[config.mk]
export PLATFORM = sky130hd
export DESIGN_NAME = sbcgd_ctrl
export DESIGN_NICKNAME = d
export VERILOG_FILES = /design/src/hdl/sbcgd_pkg.sv /design/src/hdl/sbcgd_clk_div.sv /design/src/hdl/sbcgd_ctrl.sv
export VERILOG_INCLUDE_DIRS = /design/src /design/src/hdl
export SDC_FILE = /design/constraint.sdc
export NUM_CORES = 1
export LEC_CHECK = 0
export BUFFER_PORTS_ARGS = -buffer_cell sky130_fd_sc_hd__buf_2
export CAP_MARGIN = 20
export CORE_MARGIN = 4
export CORE_UTILIZATION = 30
export DETAILED_ROUTE_END_ITERATION = 12
export PLACE_DENSITY_LB_ADDON = 0.15
export SLEW_MARGIN = 20
export SYNTH_ARGS = -nofsm -noshare
export SYNTH_HDL_FRONTEND = slang
export SYNTH_HIERARCHICAL = 1
export SYNTH_SLANG_ARGS = --single-unit
export TNS_END_PERCENT = 100
[constraint.sdc]
create_clock -name mclk -period 1.6 [get_ports mclk]
set_input_delay 0.16 -clock mclk [delete_from_list [all_inputs] [get_ports mclk]]
set_output_delay 0.16 -clock mclk [all_outputs]
set_load 0.05 [all_outputs]
[src/hdl/sbcgd_map.svh]
`ifndef SBCGD_MAP_SVH
`define SBCGD_MAP_SVH

// Register offsets in configuration space.
`define SBCGD_OFF_SLAVE_ADDR   8'hB2
`define SBCGD_OFF_CTRL_STATUS  8'hB3
`define SBCGD_OFF_DIR_LOW      8'hB4
`define SBCGD_OFF_DIR_HIGH     8'hB5

// Field positions in the serial-bus control and status register.
`define SBCGD_BIT_ADDR_MODE    7
`define SBCGD_BIT_RESERVED     6
`define SBCGD_BIT_SW_BUSY      5
`define SBCGD_BIT_LOAD_BUSY    4
`define SBCGD_BIT_PRESENT      3
`define SBCGD_BIT_CLK_TEST     2
`define SBCGD_BIT_XFER_ERR     1
`define SBCGD_BIT_LOAD_ERR     0

// Field position of the read/write command in the slave-address register.
`define SBCGD_BIT_RW_CMD       0

// Pins shared with the serial bus.
`define SBCGD_PIN_SCL          4
`define SBCGD_PIN_SDA          5

// Reset values.
`define SBCGD_RST_CTRL_STATUS  8'h00
`define SBCGD_RST_DIR          8'h00

// Timing: core clock and the two serial-bus rates, in hertz.
`define SBCGD_MCLK_HZ          100000000
`define SBCGD_NORMAL_HZ        60000
`define SBCGD_TEST_HZ          4000000
// Serial-bus ticks per bit period (quarter-bit phases).
`define SBCGD_PHASES_PER_BIT   4

`endif

[src/hdl/sbcgd_pkg.sv]
`default_nettype none

// Shared types of the serial-bus control and pin direction block.
package sbcgd_pkg;

   // Sequencer states, one-hot.
   typedef enum logic [3:0] {
      ST_IDLE  = 4'b0001,   // Waiting for detection or a software request.
      ST_PROBE = 4'b0010,   // Looking for a serial EEPROM.
      ST_LOAD  = 4'b0100,   // Loading register defaults.
      ST_SWCYC = 4'b1000    // Running one software-requested cycle.
   } sbcgd_state_t;

   // One configuration byte.
   typedef logic [7:0] sbcgd_byte_t;

endpackage

`default_nettype wire

[src/hdl/sbcgd_clk_div.sv]
`include "sbcgd_map.svh"
`default_nettype none

// Divider that gives a one-cycle phase enable at four times the serial-bus rate.
module sbcgd_clk_div #(
   parameter int NORM_COUNT = `SBCGD_MCLK_HZ / (`SBCGD_NORMAL_HZ * `SBCGD_PHASES_PER_BIT),
   parameter int TEST_COUNT = `SBCGD_MCLK_HZ / (`SBCGD_TEST_HZ * `SBCGD_PHASES_PER_BIT)
) (
   input  wire logic mclk,
   input  wire logic rst,
   input  wire logic testRate,
   output var  logic phaseTick
);

   // Counts must fit the counter and be at least one cycle.
   generate
      if (NORM_COUNT < 1 || TEST_COUNT < 1 || NORM_COUNT > 65535 || TEST_COUNT > 65535) begin : g_chk
         $error("Divider counts out of range.");
      end
   endgenerate

   localparam logic [15:0] NORM_LAST = 16'(NORM_COUNT - 1);   // Last count at normal rate.
   localparam logic [15:0] TEST_LAST = 16'(TEST_COUNT - 1);   // Last count at test rate.

   logic [15:0] count_reg;    // Cycles since the last tick.
   logic [15:0] count_next;   // Next count.
   logic        tick_next;    // Next tick.
   logic        rate_reg;     // Rate in force for the running period.
   logic        rate_next;    // Rate for the next period.

   // The count restarts at every tick. The rate is taken up only at a wrap, so a
   // change of rate never cuts a running period short.
   always_comb begin
      tick_next  = 1'b0;
      rate_next  = rate_reg;
      count_next = count_reg + 16'h0001;
      if (count_reg >= (rate_reg ? TEST_LAST : NORM_LAST)) begin
         count_next = 16'h0000;
         tick_next  = 1'b1;
         rate_next  = testRate;
      end
   end

   // Registers the count and the tick.
   always_ff @(posedge mclk) begin
      if (rst) begin
         count_reg <= 16'h0000;
         rate_reg  <= 1'b0;
         phaseTick <= 1'b0;
      end else begin
         count_reg <= count_next;
         rate_reg  <= rate_next;
         phaseTick <= tick_next;
      end
   end

endmodule // sbcgd_clk_div

`default_nettype wire

[src/hdl/sbcgd_ctrl.sv]
`include "sbcgd_map.svh"
`default_nettype none

// Operation
// Bit 7 chooses address framing, reset 0.
// Bit 6 reads zero, ignores writes.
// Bit 5 shows a software cycle running.
// Bit 4 shows EEPROM default load running.
// Bit 3 set on detection, software writable.
// Detection runs once after each reset.
// Load runs only when EEPROM present.
// Present bit hands pins 4, 5 to bus.
// Bit 2 picks 60 kHz or 4 MHz.
// Bit 1 latches software cycle errors.
// Bit 0 latches EEPROM load errors.
// Direction bits: 0 input, 1 output, reset input.
// Direction ignored on pins serving the bus.
// Direction bits 15:8 read zero.
// Slave-address write starts one bus cycle.
// Command bit picks single write or read.
// Read byte valid once busy clears. This block captures no read byte; only busy clears.
// Busy holds until cycle ends, error or not.
module sbcgd_ctrl (
   input  wire logic        mclk,
   input  wire logic        rst,
   input  wire logic [7:0]  cfgAddr,
   input  wire logic        cfgWrEn,
   input  wire logic [7:0]  cfgWrData,
   input  wire logic        cfgRdEn,
   output var  logic [7:0]  cfgRdData,
   input  wire logic [7:0]  pinIn,
   output var  logic [7:0]  pinOut,
   output var  logic [7:0]  pinOe,
   input  wire logic [7:0]  gpioOutData,
   output var  logic [7:0]  gpioInData,
   output var  logic        engStart,
   output var  logic        engProbe,
   output var  logic        engLoad,
   output var  logic        engReadCmd,
   output var  logic        engAddrMode,
   output var  logic        engPhaseTick,
   input  wire logic        engDone,
   input  wire logic        engError,
   input  wire logic        engAck,
   input  wire logic        engSclOe,
   input  wire logic        engSdaOe,
   output var  logic        engSclIn,
   output var  logic        engSdaIn
);

   // Configuration write decode, used for every register that takes writes.
   function automatic logic wrHit(input logic [7:0] addr, input logic en, input logic [7:0] off);
      wrHit = en && (addr == off);
   endfunction

   // Pin synchroniser: the first stage is read only by the second.
   logic [7:0] pinMeta_reg;   // First stage.
   logic [7:0] pinSync_reg;   // Second stage, the only one logic reads.

   // Control and status state.
   sbcgd_pkg::sbcgd_state_t state_reg;   // Sequencer state.
   sbcgd_pkg::sbcgd_state_t state_next;  // Next sequencer state.
   logic       addrMode_reg;    // Address framing select.
   logic       addrMode_next;
   logic       swBusy_reg;      // Software cycle in progress.
   logic       swBusy_next;
   logic       loadBusy_reg;    // Default load in progress.
   logic       loadBusy_next;
   logic       present_reg;     // Serial EEPROM present, pins 4 and 5 on the bus.
   logic       present_next;
   logic       clkTest_reg;     // Fast serial clock for test.
   logic       clkTest_next;
   logic       xferErr_reg;     // Sticky software cycle error.
   logic       xferErr_next;
   logic       loadErr_reg;     // Sticky load error.
   logic       loadErr_next;
   logic       detectDone_reg;  // Detection already tried since reset.
   logic       detectDone_next;
   logic [7:0] dir_reg;         // Pin directions.
   logic [7:0] dir_next;
   logic       start_next;      // Next start pulse.
   logic       probe_next;      // Next probe pulse.
   logic       load_next;       // Next load pulse.
   logic       readCmd_next;    // Next cycle type.
   logic [7:0] rd_next;         // Next read data.
   logic [7:0] pinOut_next;     // Next pin levels.
   logic [7:0] pinOe_next;      // Next pin enables.
   logic       ctrlWr;          // Write to the control and status register.
   logic       swReq;           // Write to the slave-address register.
   logic [7:0] statusByte;      // Current control and status value.

   // Phase enable for the serial-bus engine at the selected rate.
   sbcgd_clk_div u_div (
      .mclk      (mclk),
      .rst       (rst),
      .testRate  (clkTest_reg),
      .phaseTick (engPhaseTick)
   );

   // Two flip-flops on every pin before any logic looks at it.
   always_ff @(posedge mclk) begin
      if (rst) begin
         pinMeta_reg <= 8'h00;
         pinSync_reg <= 8'h00;
      end else begin
         pinMeta_reg <= pinIn;
         pinSync_reg <= pinMeta_reg;
      end
   end

   assign ctrlWr = wrHit(cfgAddr, cfgWrEn, `SBCGD_OFF_CTRL_STATUS);
   assign swReq  = wrHit(cfgAddr, cfgWrEn, `SBCGD_OFF_SLAVE_ADDR);

   // Assembles the status byte; the reserved bit is a constant zero.
   always_comb begin
      statusByte = 8'h00;
      statusByte[`SBCGD_BIT_ADDR_MODE] = addrMode_reg;
      statusByte[`SBCGD_BIT_SW_BUSY]   = swBusy_reg;
      statusByte[`SBCGD_BIT_LOAD_BUSY] = loadBusy_reg;
      statusByte[`SBCGD_BIT_PRESENT]   = present_reg;
      statusByte[`SBCGD_BIT_CLK_TEST]  = clkTest_reg;
      statusByte[`SBCGD_BIT_XFER_ERR]  = xferErr_reg;
      statusByte[`SBCGD_BIT_LOAD_ERR]  = loadErr_reg;
   end

   // Register writes, sequencer, error flags and read data.
   always_comb begin
      state_next      = state_reg;
      addrMode_next   = addrMode_reg;
      swBusy_next     = swBusy_reg;
      loadBusy_next   = loadBusy_reg;
      present_next    = present_reg;
      clkTest_next    = clkTest_reg;
      detectDone_next = detectDone_reg;
      dir_next        = dir_reg;
      start_next      = 1'b0;
      probe_next      = 1'b0;
      load_next       = 1'b0;
      readCmd_next    = engReadCmd;
      rd_next         = cfgRdData;
      // Software writes the plain control bits; error bits clear on a written one.
      if (ctrlWr) begin
         addrMode_next = cfgWrData[`SBCGD_BIT_ADDR_MODE];
         present_next  = cfgWrData[`SBCGD_BIT_PRESENT];
         clkTest_next  = cfgWrData[`SBCGD_BIT_CLK_TEST];
      end
      xferErr_next = xferErr_reg & ~(ctrlWr & cfgWrData[`SBCGD_BIT_XFER_ERR]);
      loadErr_next = loadErr_reg & ~(ctrlWr & cfgWrData[`SBCGD_BIT_LOAD_ERR]);
      // Only the low byte of the direction register holds state.
      if (wrHit(cfgAddr, cfgWrEn, `SBCGD_OFF_DIR_LOW)) begin
         dir_next = cfgWrData;
      end
      case (state_reg)
         // Detection goes first, once; later requests are taken only when idle.
         sbcgd_pkg::ST_IDLE: begin
            if (!detectDone_reg) begin
               probe_next      = 1'b1;
               detectDone_next = 1'b1;
               state_next      = sbcgd_pkg::ST_PROBE;
            end else if (swReq) begin
               start_next   = 1'b1;
               readCmd_next = cfgWrData[`SBCGD_BIT_RW_CMD];
               swBusy_next  = 1'b1;
               state_next   = sbcgd_pkg::ST_SWCYC;
            end
         end
         // An acknowledged probe marks the EEPROM present and starts the load.
         sbcgd_pkg::ST_PROBE: begin
            if (engDone) begin
               if (engAck) begin
                  present_next  = 1'b1;
                  load_next     = 1'b1;
                  loadBusy_next = 1'b1;
                  state_next    = sbcgd_pkg::ST_LOAD;
               end else begin
                  state_next = sbcgd_pkg::ST_IDLE;
               end
            end
         end
         // Load runs until the engine reports its end.
         sbcgd_pkg::ST_LOAD: begin
            if (engDone) begin
               loadBusy_next = 1'b0;
               state_next    = sbcgd_pkg::ST_IDLE;
            end
         end
         // Busy stays up until the engine ends the cycle, good or bad.
         sbcgd_pkg::ST_SWCYC: begin
            if (engDone) begin
               swBusy_next = 1'b0;
               state_next  = sbcgd_pkg::ST_IDLE;
            end
         end
         default: begin
            state_next    = sbcgd_pkg::ST_IDLE;
            swBusy_next   = 1'b0;
            loadBusy_next = 1'b0;
         end
      endcase
      // Hardware sets win over a clear in the same cycle.
      if (state_reg == sbcgd_pkg::ST_SWCYC && engDone && engError) begin
         xferErr_next = 1'b1;
      end
      if (state_reg == sbcgd_pkg::ST_LOAD && engDone && engError) begin
         loadErr_next = 1'b1;
      end
      // Read data; unmapped and reserved bytes read as zero.
      if (cfgRdEn) begin
         case (cfgAddr)
            `SBCGD_OFF_CTRL_STATUS: rd_next = statusByte;
            `SBCGD_OFF_DIR_LOW:     rd_next = dir_reg;
            `SBCGD_OFF_DIR_HIGH:    rd_next = 8'h00;
            default:                rd_next = 8'h00;
         endcase
      end
   end

   // Pin drive: bus pins follow the engine as open drain, the rest follow direction.
   always_comb begin
      pinOe_next  = dir_reg;
      pinOut_next = gpioOutData;
      if (present_reg) begin
         pinOe_next[`SBCGD_PIN_SCL]  = engSclOe;
         pinOe_next[`SBCGD_PIN_SDA]  = engSdaOe;
         pinOut_next[`SBCGD_PIN_SCL] = 1'b0;
         pinOut_next[`SBCGD_PIN_SDA] = 1'b0;
      end
   end

   // Registers all control state and every output except engPhaseTick, which comes from the divider.
   always_ff @(posedge mclk) begin
      if (rst) begin
         state_reg      <= sbcgd_pkg::ST_IDLE;
         addrMode_reg   <= 1'b0;
         swBusy_reg     <= 1'b0;
         loadBusy_reg   <= 1'b0;
         present_reg    <= 1'b0;
         clkTest_reg    <= 1'b0;
         xferErr_reg    <= 1'b0;
         loadErr_reg    <= 1'b0;
         detectDone_reg <= 1'b0;
         dir_reg        <= `SBCGD_RST_DIR;
         cfgRdData      <= 8'h00;
         pinOut         <= 8'h00;
         pinOe          <= 8'h00;
         gpioInData     <= 8'h00;
         engStart       <= 1'b0;
         engProbe       <= 1'b0;
         engLoad        <= 1'b0;
         engReadCmd     <= 1'b0;
         engAddrMode    <= 1'b0;
         engSclIn       <= 1'b1;
         engSdaIn       <= 1'b1;
      end else begin
         state_reg      <= state_next;
         addrMode_reg   <= addrMode_next;
         swBusy_reg     <= swBusy_next;
         loadBusy_reg   <= loadBusy_next;
         present_reg    <= present_next;
         clkTest_reg    <= clkTest_next;
         xferErr_reg    <= xferErr_next;
         loadErr_reg    <= loadErr_next;
         detectDone_reg <= detectDone_next;
         dir_reg        <= dir_next;
         cfgRdData      <= rd_next;
         pinOut         <= pinOut_next;
         pinOe          <= pinOe_next;
         gpioInData     <= pinSync_reg;
         engStart       <= start_next;
         engProbe       <= probe_next;
         engLoad        <= load_next;
         engReadCmd     <= readCmd_next;
         engAddrMode    <= addrMode_reg;
         engSclIn       <= pinSync_reg[`SBCGD_PIN_SCL];
         engSdaIn       <= pinSync_reg[`SBCGD_PIN_SDA];
      end
   end

endmodule // sbcgd_ctrl

`default_nettype wire

Word-level counts from Yosys, hierarchy flattened
Cells that the tools add are included.
{"block": "totals", "out_inout_bits": 40, "regBits": 93}
{"block": "classes", "magnitude_cmp": 1, "bitwise": 12, "mux": 26, "n_eq_ne": 15, "reduce_logical": 19, "add_sub_neg": 1}
{"cell": "$eq A8 B8 Y1 const B", "count": 3}
{"cell": "$add A16 B1 Y16 const B", "count": 1}
{"cell": "$ge A16 B16 Y1", "count": 1}
{"cell": "$mux W4", "count": 4}
{"cell": "$pmux W8 S2", "count": 1}
{"cell": "$mux W1", "count": 15}
{"cell": "$ne A2 B2 Y1 const B", "count": 6}
{"cell": "$pmux W4 S3", "count": 1}
{"cell": "$reduce_or A2 Y1", "count": 6}
{"cell": "$mux W9", "count": 1}
{"cell": "$not A1 Y1", "count": 8}
{"cell": "$reduce_and A4 Y1", "count": 2}
{"cell": "$logic_and A1 B1 Y1", "count": 7}
{"cell": "$pmux W1 S3", "count": 2}
{"cell": "$reduce_and A3 Y1", "count": 2}
{"cell": "$reduce_or A3 Y1", "count": 2}
{"cell": "$and A1 B1 Y1", "count": 4}
{"cell": "$eq A4 B1 Y1 const B", "count": 1}
{"cell": "$eq A4 B2 Y1 const B", "count": 1}
{"cell": "$eq A4 B3 Y1 const B", "count": 1}
{"cell": "$eq A4 B4 Y1 const B", "count": 1}
{"cell": "$mux W3", "count": 1}
{"cell": "$ne A3 B3 Y1 const B", "count": 1}
{"cell": "$mux W2", "count": 1}
{"cell": "$ne A2 B1 Y1 const B", "count": 1}

Longest topological paths before layout
Gate-level depths: netlist of the first run.
{"block": "logic_depth", "word_depth": 6, "ltp_mapped": 6}

Hierarchy
The synthesis of the first run kept the hierarchy.
{"module": "sbcgd_ctrl", "instances": 1, "cells_per_inst": 249, "area_per_inst_um2": 2598.7}
{"module": "sbcgd_clk_div", "instances": 1, "cells_per_inst": 72, "area_per_inst_um2": 729.4}

Worst setup path before layout of the first run
Ideal clock, no wire load.
{"block": "synth_path", "path_kind": "flip-flop to flip-flop", "from": "register u_div.rate_reg", "to": "register u_div.count_reg[2]", "stages_incl_launch_ff": 7, "setup_slack_ns": 0.112, "required_time_ns": 1.536, "setup_time_ns": 0.064, "synth_period_minus_slack_ns": 1.488, "arrival_time_ns": 1.424, "path_cell_list": "dfxtp_1 ha_1 nand3b_1 o2111ai_1 a311o_1 buf_6 nor2_1"}
{"block": "synth_between", "elab_chain_cells": 3}
{"item": "from (decl)", "line": "sbcgd_clk_div.sv:28", "rtl": "logic rate_reg;"}
{"item": "from (signal assigned)", "line": "sbcgd_clk_div.sv:52", "rtl": "rate_reg <= rate_next;"}
{"item": "$mux W9", "line": "sbcgd_clk_div.sv:37", "rtl": "if (count_reg >= (rate_reg ? TEST_LAST : NORM_LAST)) begin"}
{"item": "$ge A16 B16 Y1", "line": "sbcgd_clk_div.sv:37"}
{"item": "$reduce_or A2 Y1 (no source line)"}
{"item": "to (signal assigned)", "line": "sbcgd_clk_div.sv:51", "rtl": "count_reg <= count_next;"}
{"item": "to (decl)", "line": "sbcgd_clk_div.sv:25", "rtl": "logic [15:0] count_reg;"}
No other way between the ends.
A chain may end at the register's enable or synchronous reset.

Worst setup path after layout of the first run
{"block": "layout_path", "from": "register u_div.rate_reg", "to": "register u_div.count_reg[4]"}
Same word-level chain as after synthesis.

==> results.py, run 1 <==
metrics = {
    "routing": {
        "via_count": 2603,
        "drtIter0Drc": 64,
        "wl_um": 7630,
        "drc_errors": 0,
        "drt_pre_antenna_iters": 4,
        "antenna_left": 0,
        "wire_per_inst_um": 13.3,
        "viasPerCell": 4.53,
    },
    "final_layout": {
        "largest_reg_flops": 16,
        "final_core_util": 0.403,
        "finish.net_count": 477,
        "final_cell_mix": "dfxtp_1, buf_2, nor2_1",
        "area_delta_synth_final_pct": 31.4,
        "antennaDiodeCount": 0,
        "drive_gt1_frac": 0.297,
        "final_common_cell": "dfxtp_1",
        "final_cell_count_no_fill": 575,
    },
    "clock_network": {
        "clockRootBuffer": "clkbuf_8",
        "cts_made_buffers": 9,
        "htreeDepth": 3,
        "path_clk_slew_ns": 0.10,
        "cts_tree": "built",
        "post-cts-setup-buffer-count": 0,
        "cts_sinks": 93,
        "clock_path_buffers": 2,
        "insertion_delay_ns": 0.37,
    },
    "placed_design": {
        "gp_congestion": 0.747,
        "place_ws_ns": -0.0925,
        "dp.cells": 545,
        "port_buffers": 80,
        "dp_hpwl_um": 5350,
    },
    "sta": {
        "fin_ws_ns": 0.0465,
        "timing.fmax_mhz": 644,
        "post-route-min-period_ns": 1.55,
        "drv_slew": 0,
        "min_period_over_period": 0.971,
        "hold_viol": 0,
        "skew_ns": 0.00756,
        "setup_viol": 0,
    },
    "floorplan": {
        "coreArea_um2": 10800,
        "die_y_um": 113,
        "pin_count": 81,
        "die_w_um": 113,
        "initial_core_util": 0.307,
        "row_count": 38,
        "die_area_um2": 12800,
    },
    "global_routing": {
        "grt_max_degree": 26,
        "grt_first_pass_wirelength_um": 12000,
        "grt_util_all_layers": 0.119,
        "overflow": 0,
        "grt_pass1_vias": 2503,
        "antenna_found_initial": 0,
    },
    "yosys": {
        "synth.cell_area_um2": 3330,
        "async_reset_ff_frac": 0,
        "synth.distinct_cells": 49,
        "yosys_warnings": 6,
        "ys_top_cells_by_area": "dfxtp_1, nor2b_1, nor2_1, mux2i_1, ha_1",
        "yosysTopAreaCell": "dfxtp_1",
        "synth.top_cell.area_share": 0.559,
        "synth_ff_type": "dfxtp_1",
        "avgSynthCellArea_um2": 10.4,
        "synth-edff-count": 0,
        "netlist_instances": 321,
        "ys_seq_area_frac": 0.559,
        "ys_ff_latch": 93,
    },
    "run": {
        "drv_cap": 0,
    },
    "pwr": {
        "power_density_nw_per_um2": 1000,
        "power.total_w": 0.00439,
        "cellLeakagePower_nw": 1.86,
        "vdd_drop_max_v": 0.000527,
    },
    "worst_setup_path": {
        "cp-end-kind": "flop",
        "start_kind": "flop",
        "worstSetupPathType": "flop to flop",
        "required_ns": 1.91,
        "crit_fanout": 6,
        "cp.arrival_ns": 1.86,
    },
    "worst_hold_path": {
        "min_path_type": "primary input to flop",
    },
    "run_status": {
        "status": "complete, no violations",
    },
}
## layer usage
layer  global-route usage  routed length (µm)  share of wire
met1                0.147                3470           0.45
met2                0.195                3660           0.48
met3               0.0321                 385          0.050
met4               0.0505                 119          0.016
met5                    0                   0              0
## kinds of logic after synthesis
family / after synthesis / share of synthesized area
flops: 93 / 0.559
other cells: 1 / 0.00113
xor+xnor: 8 / 0.0211
compound gates: 38 / 0.0827
simple gates: 139 / 0.239
buf+inv: 22 / 0.0316
mux: 14 / 0.0421
fa+ha+maj: 6 / 0.0226
## critical path, cell delays in order (launching register included)
cell	delay (ns)
dfxtp_4	0.39
ha_1	0.19
nor3_1	0.20
o2111ai_2	0.18
a311o_2	0.42
nor2_1	0.12
## cells in the mapped netlist (3+ instances only)
library cell	n
inv_1	4
nand2_1	10
ha_1	6
and2_1	3
a22o_1	7
nand3_1	6
buf_2	3
nor2_1	41
dfxtp_1	93
and3_1	6
a22oi_1	7
clkbuf_1	12
a21oi_1	10
nor3b_1	6
nor2b_1	37
xor2_1	6
nor4_1	3
nand4_1	6
mux2i_1	14
or3b_1	3
nor3_1	3
## report_power, final
group / leakage, nW / internal, W / switching (W)
registers: 0.761 / 0.00238 / 0.0000316
logic: 1.01 / 0.000195 / 0.000270
clock network: 0.0927 / 0.000598 / 0.000910
total: 1.86 / 0.00317 / 0.00121
## final cells by class
type                    instances  area (µm²)
clock buffers                   9         124
clock inverters                 7        62.6
fillers                      1090        6470
inverters                       4        15.0
multi-input cells             212        1440
flip-flops and latches         93        1870
well taps                     140         175
repair buffers                110         696
## path summary, 6_finish.rpt
check	endpoint	from	cells after the start	slack [ns]
worst max-delay path	u_div/count_reg[4]$_SDFF_PP0_	u_div/rate_reg$_SDFFE_PP0P_	5	0.05
worst min-delay path	pinMeta_reg[7]$_SDFF_PP0_	pinIn[7]	2	0.02
worst min register to register	engSdaIn$_SDFF_PP1_	pinSync_reg[5]$_SDFF_PP0_	1	0.44
worst max register to register	u_div/count_reg[4]$_SDFF_PP0_	u_div/rate_reg$_SDFFE_PP0P_	5	0.05
## timing repair
item                       4_1_cts  5_1_grt
cloned                           0        1
pin swaps                        1        2
gates resized for setup          2        7
hold endpoints to repair        13        0
hold buffers                    13        0
setup endpoints to repair        9        7
## metrics by stage
stage	area, µm²	hold slack [ns]	TNS [ns]
2_1_floorplan	3350	0.232	0
3_3_place_gp	4000	0.369	-0.0632
3_5_place_dp	4000	0.375	-0.752
4_1_cts	4320	0.00203	0
5_1_grt	4370	0.0139	-0.377
6_report	4370	0.0183	0
(Power assumes the default switching activity.)
==> run 2: changes to the inputs <==
--- a/config.mk
+++ b/config.mk
@@ -8,10 +8,12 @@
 export LEC_CHECK = 0
 export BUFFER_PORTS_ARGS = -buffer_cell sky130_fd_sc_hd__buf_2
 export CAP_MARGIN = 20
+export CORE_ASPECT_RATIO = 2
 export CORE_MARGIN = 4
 export CORE_UTILIZATION = 30
 export DETAILED_ROUTE_END_ITERATION = 12
 export PLACE_DENSITY_LB_ADDON = 0.15
+export SETUP_SLACK_MARGIN = 0.2
 export SLEW_MARGIN = 20
 export SYNTH_ARGS = -nofsm -noshare
 export SYNTH_HDL_FRONTEND = slang
==> results.py, run 2 (synthesis gave the netlist of run 1 again) <==
metrics = {
    "run_status": {
        "status": "complete, no violations",
    },
    "clock_network": {
        "path_clk_slew_ns": 0.07,
        "cts_hold_buf": 0,
        "post-cts-setup-buffer-count": 0,
        "insertion_delay_ns": 0.34,
        "cts_tree": "built",
        "cts_sinks": 93,
        "clockRootBuffer": "clkbuf_16",
        "htreeDepth": 3,
        "clock_path_buffers": 2,
        "cts_made_buffers": 9,
    },
    "worst_setup_path": {
        "startpoint": "u_div/rate_reg$_SDFFE_PP0P_",
        "cp.arrival_ns": 1.80,
        "start_kind": "flop",
        "cp-end-kind": "flop",
        "worstSetupPathType": "flop to flop",
        "crit_fanout": 6,
        "worst-r2r-setup-slack_ns": 0.07,
        "r2r-start": "u_div/rate_reg$_SDFFE_PP0P_",
        "required_ns": 1.87,
        "reg2reg_depth": 5,
        "rr_endpoint": "u_div/count_reg[3]$_SDFF_PP0_",
        "cp-endpoint": "u_div/count_reg[3]$_SDFF_PP0_",
    },
    "final_layout": {
        "final_common_cell": "dfxtp_1",
        "design_area_um2": 4360,
        "antennaDiodeCount": 0,
        "drive_gt1_frac": 0.325,
        "finish.net_count": 458,
        "area_delta_synth_final_pct": 30.9,
        "final_core_util": 0.401,
        "final_cell_mix": "dfxtp_1, buf_2, nor2_1",
        "largest_reg_flops": 16,
    },
    "pwr": {
        "comb_power_share": 0.091,
        "switchingPower_w": 0.00123,
        "power_density_nw_per_um2": 1130,
        "power.total_w": 0.00492,
        "vdd_drop_max_v": 0.000569,
        "internal_power_w": 0.00369,
        "seqPwrFrac": 0.490,
        "cellLeakagePower_nw": 1.83,
        "swShare": 0.251,
        "p_clk_frac": 0.419,
    },
    "routing": {
        "wire_per_inst_um": 13.9,
        "viasPerCell": 4.58,
        "drt_pre_antenna_iters": 5,
        "via_count": 2547,
        "drtIter0Drc": 125,
        "antenna_left": 0,
        "drc_errors": 0,
        "wl_um": 7700,
    },
    "sta": {
        "drv_slew": 0,
        "min_period_over_period": 0.954,
        "timing.fmax_mhz": 655,
        "grt_setup_unrepaired": "true",
        "fin_ws_ns": 0.0733,
        "post-route-min-period_ns": 1.53,
        "skew_ns": 0.00608,
        "setup_viol": 0,
        "hold_viol": 0,
    },
    "global_routing": {
        "grt_util_all_layers": 0.126,
        "overflow": 0,
        "grt_first_pass_wirelength_um": 12100,
        "antenna_found_initial": 0,
        "grt_pass1_vias": 2565,
        "grt_max_degree": 42,
    },
    "run": {
        "drv_cap": 0,
    },
    "floorplan": {
        "coreArea_um2": 10900,
        "die_y_um": 157,
        "die_area_um2": 12900,
        "row_count": 54,
        "pin_count": 81,
        "die_w_um": 82.5,
        "initial_core_util": 0.306,
    },
    "placed_design": {
        "dpl_cell_area_um2": 3990,
        "port_buffers": 80,
        "place_ws_ns": 0.0100,
        "gp_congestion": 0.781,
        "dp_hpwl_um": 5710,
    },
    "worst_hold_path": {
        "min_path_type": "primary input to flop",
        "hold_path_startpoint": "gpioOutData[6]",
    },
}
## run 2: cell types whose count changed in the layout (fill, tap and decap cells not counted), sizes merged
| cell | before | now |
|---|---|---|
| clkinvlp | 1 | 0 |
| buf | 97 | 91 |
| inv | 8 | 9 |
| dlygate4sd3 | 13 | 0 |
| clkbuf | 9 | 10 |
| clkinv | 2 | 1 |
## run 2: per-layer routing
layer,vias to the layer above,GRT usage,wire length (µm)
li1,1284,-,-
met1,1176,0.126,2770
met2,70,0.230,4310
met3,17,0.0275,378
met5,-,0,0
met4,0,0.0713,241
## run 2: power groups by stage
stage / logic, W / clock network [W] / registers (W)
6_report: 0.000449 / 0.00206 / 0.00241
4_1_cts: 0.000446 / 0.00214 / 0.00241
3_3_place_gp: 0.000440 / 0 / 0.00246
2_1_floorplan: 0.000188 / 0 / 0.00255
5_1_grt: 0.000492 / 0.00224 / 0.00242
3_5_place_dp: 0.000442 / 0 / 0.00246
## run 2: worst min path at each step
stage                            endpoint  slack (ns)  depth (start not counted)
2_1_floorplan  u_div/phaseTick$_SDFF_PP0_        0.23                          1
3_3_place_gp         pinOut[6]$_SDFF_PP0_        0.37                          2
3_5_place_dp         pinOut[7]$_SDFF_PP0_        0.37                          2
4_1_cts              pinOut[2]$_SDFF_PP0_        0.01                          2
5_1_grt              pinOut[3]$_SDFF_PP0_        0.02                          2
6_report             pinOut[6]$_SDFF_PP0_        0.03                          2
## run 2: critical path, cell delays in order (launching register included)
cell and delay [ns]:
dfxtp_4 0.39, ha_4 0.17, nor4_4 0.20, o2111ai_4 0.19, a311o_2 0.40, nor2_1 0.11
## run 2: repair_timing
action	4_1_cts	5_1_grt
endpoints found under the setup margin	14	14
endpoints found under the hold margin	0	0
resized for setup	9	7
pin swaps	10	3
gates cloned	1	0
## run 2: stage by stage
stage	instances	hold slack [ns]	setup TNS, ns
final	556	0.0264	0
after CTS	556	0.00977	0
after global routing	556	0.0243	-0.00656
after floorplan	326	0.232	0
after global placement	539	0.367	0
after detailed placement	539	0.374	0
## run 2: final cells by class
type | instances | area, µm²
clock buffer | 10 | 239
sequential | 93 | 1870
fill | 1105 | 6520
inverter | 4 | 15.0
timing repair buffer | 91 | 508
multi-input combinational | 212 | 1490
tap | 140 | 175
clock inverter | 6 | 52.6
==> run 3: changes to the inputs <==
--- a/config.mk
+++ b/config.mk
@@ -10,7 +10,7 @@
 export CAP_MARGIN = 20
 export CORE_ASPECT_RATIO = 2
 export CORE_MARGIN = 4
-export CORE_UTILIZATION = 30
+export CORE_UTILIZATION = 45
 export DETAILED_ROUTE_END_ITERATION = 12
 export PLACE_DENSITY_LB_ADDON = 0.15
 export SETUP_SLACK_MARGIN = 0.2
==> results.py, run 3 (synthesis gave the netlist of run 1 again) <==
metrics = {
    "pwr": {
        "cellLeakagePower_nw": 1.83,
        "power_density_nw_per_um2": 1130,
        "vdd_drop_max_v": 0.000673,
    },
    "worst_hold_path": {
        "hold_depth": 2,
        "min_path_type": "primary input to flop",
        "hold_path_startpoint": "pinIn[1]",
        "worstHoldEndpoint": "pinMeta_reg[1]$_SDFF_PP0_",
    },
    "final_layout": {
        "drive_gt1_frac": 0.320,
        "final_cell_mix": "dfxtp_1, buf_2, nor2_1",
        "final_core_util": 0.593,
        "antennaDiodeCount": 0,
        "final_common_cell": "dfxtp_1",
        "largest_reg_flops": 16,
        "finish.net_count": 458,
        "design_area_um2": 4280,
        "area_delta_synth_final_pct": 28.6,
    },
    "routing": {
        "drtIter0Drc": 107,
        "drt_pre_antenna_iters": 4,
        "drc_errors": 0,
        "viasPerCell": 4.97,
        "antenna_left": 0,
        "wire_per_inst_um": 14.0,
        "via_count": 2524,
        "wl_um": 7110,
    },
    "worst_setup_path": {
        "r2r-start": "u_div/rate_reg$_SDFFE_PP0P_",
        "cp_cell_sequence": "ha_4 -> nand3b_1 -> o2111ai_2 -> a311o_2 -> nor2_1",
        "cp.arrival_ns": 1.76,
        "slowest_delay_ns": 0.41,
        "reg2reg_depth": 5,
        "worst-r2r-setup-slack_ns": 0.11,
        "path_buf_inv": 0,
        "crit_fanout": 6,
        "required_ns": 1.87,
        "start_kind": "flop",
        "slowest_stage": "dfxtp_4",
        "cp-end-kind": "flop",
        "crit_family": "compound AO/OA/AOI/OAI gates",
        "rr_endpoint": "u_div/count_reg[4]$_SDFF_PP0_",
        "worstSetupPathType": "flop to flop",
    },
    "sta": {
        "hold_viol": 0,
        "timing.fmax_mhz": 672,
        "min_period_over_period": 0.930,
        "drv_slew": 0,
        "skew_ns": 0.00374,
        "finalSetupTns_ns": 0,
        "post-route-min-period_ns": 1.49,
        "grt_setup_unrepaired": "true",
        "setup_viol": 0,
    },
    "run_status": {
        "status": "complete, no violations",
    },
    "global_routing": {
        "grt_max_degree": 78,
        "grt_util_all_layers": 0.170,
        "grt_pass1_vias": 2344,
        "grt_first_pass_wirelength_um": 11100,
        "antenna_found_initial": 0,
        "overflow": 0,
    },
    "clock_network": {
        "clockRootBuffer": "clkbuf_16",
        "insertion_delay_ns": 0.33,
        "clock_path_buffers": 2,
        "cts_made_buffers": 9,
        "cts_tree": "built",
        "cts_sinks": 93,
        "path_clk_slew_ns": 0.06,
        "htreeDepth": 3,
    },
    "floorplan": {
        "row_count": 44,
        "die_y_um": 130,
        "pin_count": 81,
        "die_w_um": 68.8,
        "initial_core_util": 0.461,
        "coreArea_um2": 7210,
        "die_area_um2": 8920,
    },
    "placed_design": {
        "dpl_cell_area_um2": 3910,
        "gp_congestion": 0.836,
        "dp_hpwl_um": 5210,
        "port_buffers": 80,
    },
    "run": {
        "drv_cap": 0,
    },
}
[run 3: per-layer routing]
layer / vias to the layer above / GRT usage / share of wire
met5: - / 0 / 0
met4: 0 / 0.0920 / 0.028
met3: 15 / 0.0434 / 0.046
met2: 67 / 0.300 / 0.56
met1: 1166 / 0.177 / 0.36
li1: 1276 / - / -
[run 3: worst reg2reg max path, delay by kind of cell (launching register included)]
| kind | cells | cell delay, ns |
|---|---|---|
| AO/OA/AOI/OAI | 2 | 0.59 |
| adder cells (fa/ha/maj) | 1 | 0.22 |
| flip-flops | 1 | 0.41 |
| AND/OR/NAND/NOR | 2 | 0.19 |
[run 3: worst max-delay path by stage]
stage	slack, ns	endpoint	start	cells after the start
finish	0.11	u_div/count_reg[4]$_SDFF_PP0_	u_div/rate_reg$_SDFFE_PP0P_	5
global route	0.03	u_div/count_reg[6]$_SDFF_PP0_	u_div/rate_reg$_SDFFE_PP0P_	5
CTS	0.13	u_div/count_reg[5]$_SDFF_PP0_	u_div/rate_reg$_SDFFE_PP0P_	5
detailed placement	0.05	u_div/count_reg[5]$_SDFF_PP0_	u_div/rate_reg$_SDFFE_PP0P_	5
global placement	0.1	u_div/count_reg[9]$_SDFF_PP0_	u_div/rate_reg$_SDFFE_PP0P_	5
floorplan	0.20	u_div/count_reg[7]$_SDFF_PP0_	u_div/rate_reg$_SDFFE_PP0P_	6
[run 3: stage by stage]
stage | power [W] | std cells | worst slack (ns) | hold WS [ns]
2_1_floorplan | 0.00274 | 326 | 0.202 | 0.232
4_1_cts | 0.00491 | 506 | 0.126 | 0.0203
3_3_place_gp | 0.00289 | 488 | 0.0953 | 0.367
6_report | 0.00484 | 508 | 0.112 | 0.0362
5_1_grt | 0.00503 | 508 | 0.0275 | 0.0339
3_5_place_dp | 0.00290 | 488 | 0.0531 | 0.374
[run 3: layout make-up]
class,count,area (µm²)
Fill cell,656,2930
Clock buffer,13,270
Timing Repair Buffer,91,508
Multi-Input combinational cell,212,1480
Clock inverter,3,18.8
Inverter,4,15.0
Sequential cell,93,1880
Tap cell,92,115
[run 3: report_power, final]
group / total (W) / internal [W] / switching (W)
Clock: 0.00199 / 0.00118 / 0.000814
Combinational: 0.000434 / 0.000172 / 0.000262
Sequential: 0.00242 / 0.00238 / 0.0000355
Total: 0.00484 / 0.00373 / 0.00111
[run 3: timing repair]
item                                    CTS  global route
cloned                                    1             0
gates resized for setup                  10             5
hold buffers                              0             0
pin swaps                                14             3
endpoints found under the setup margin   13            17
setup buffers                             1             2
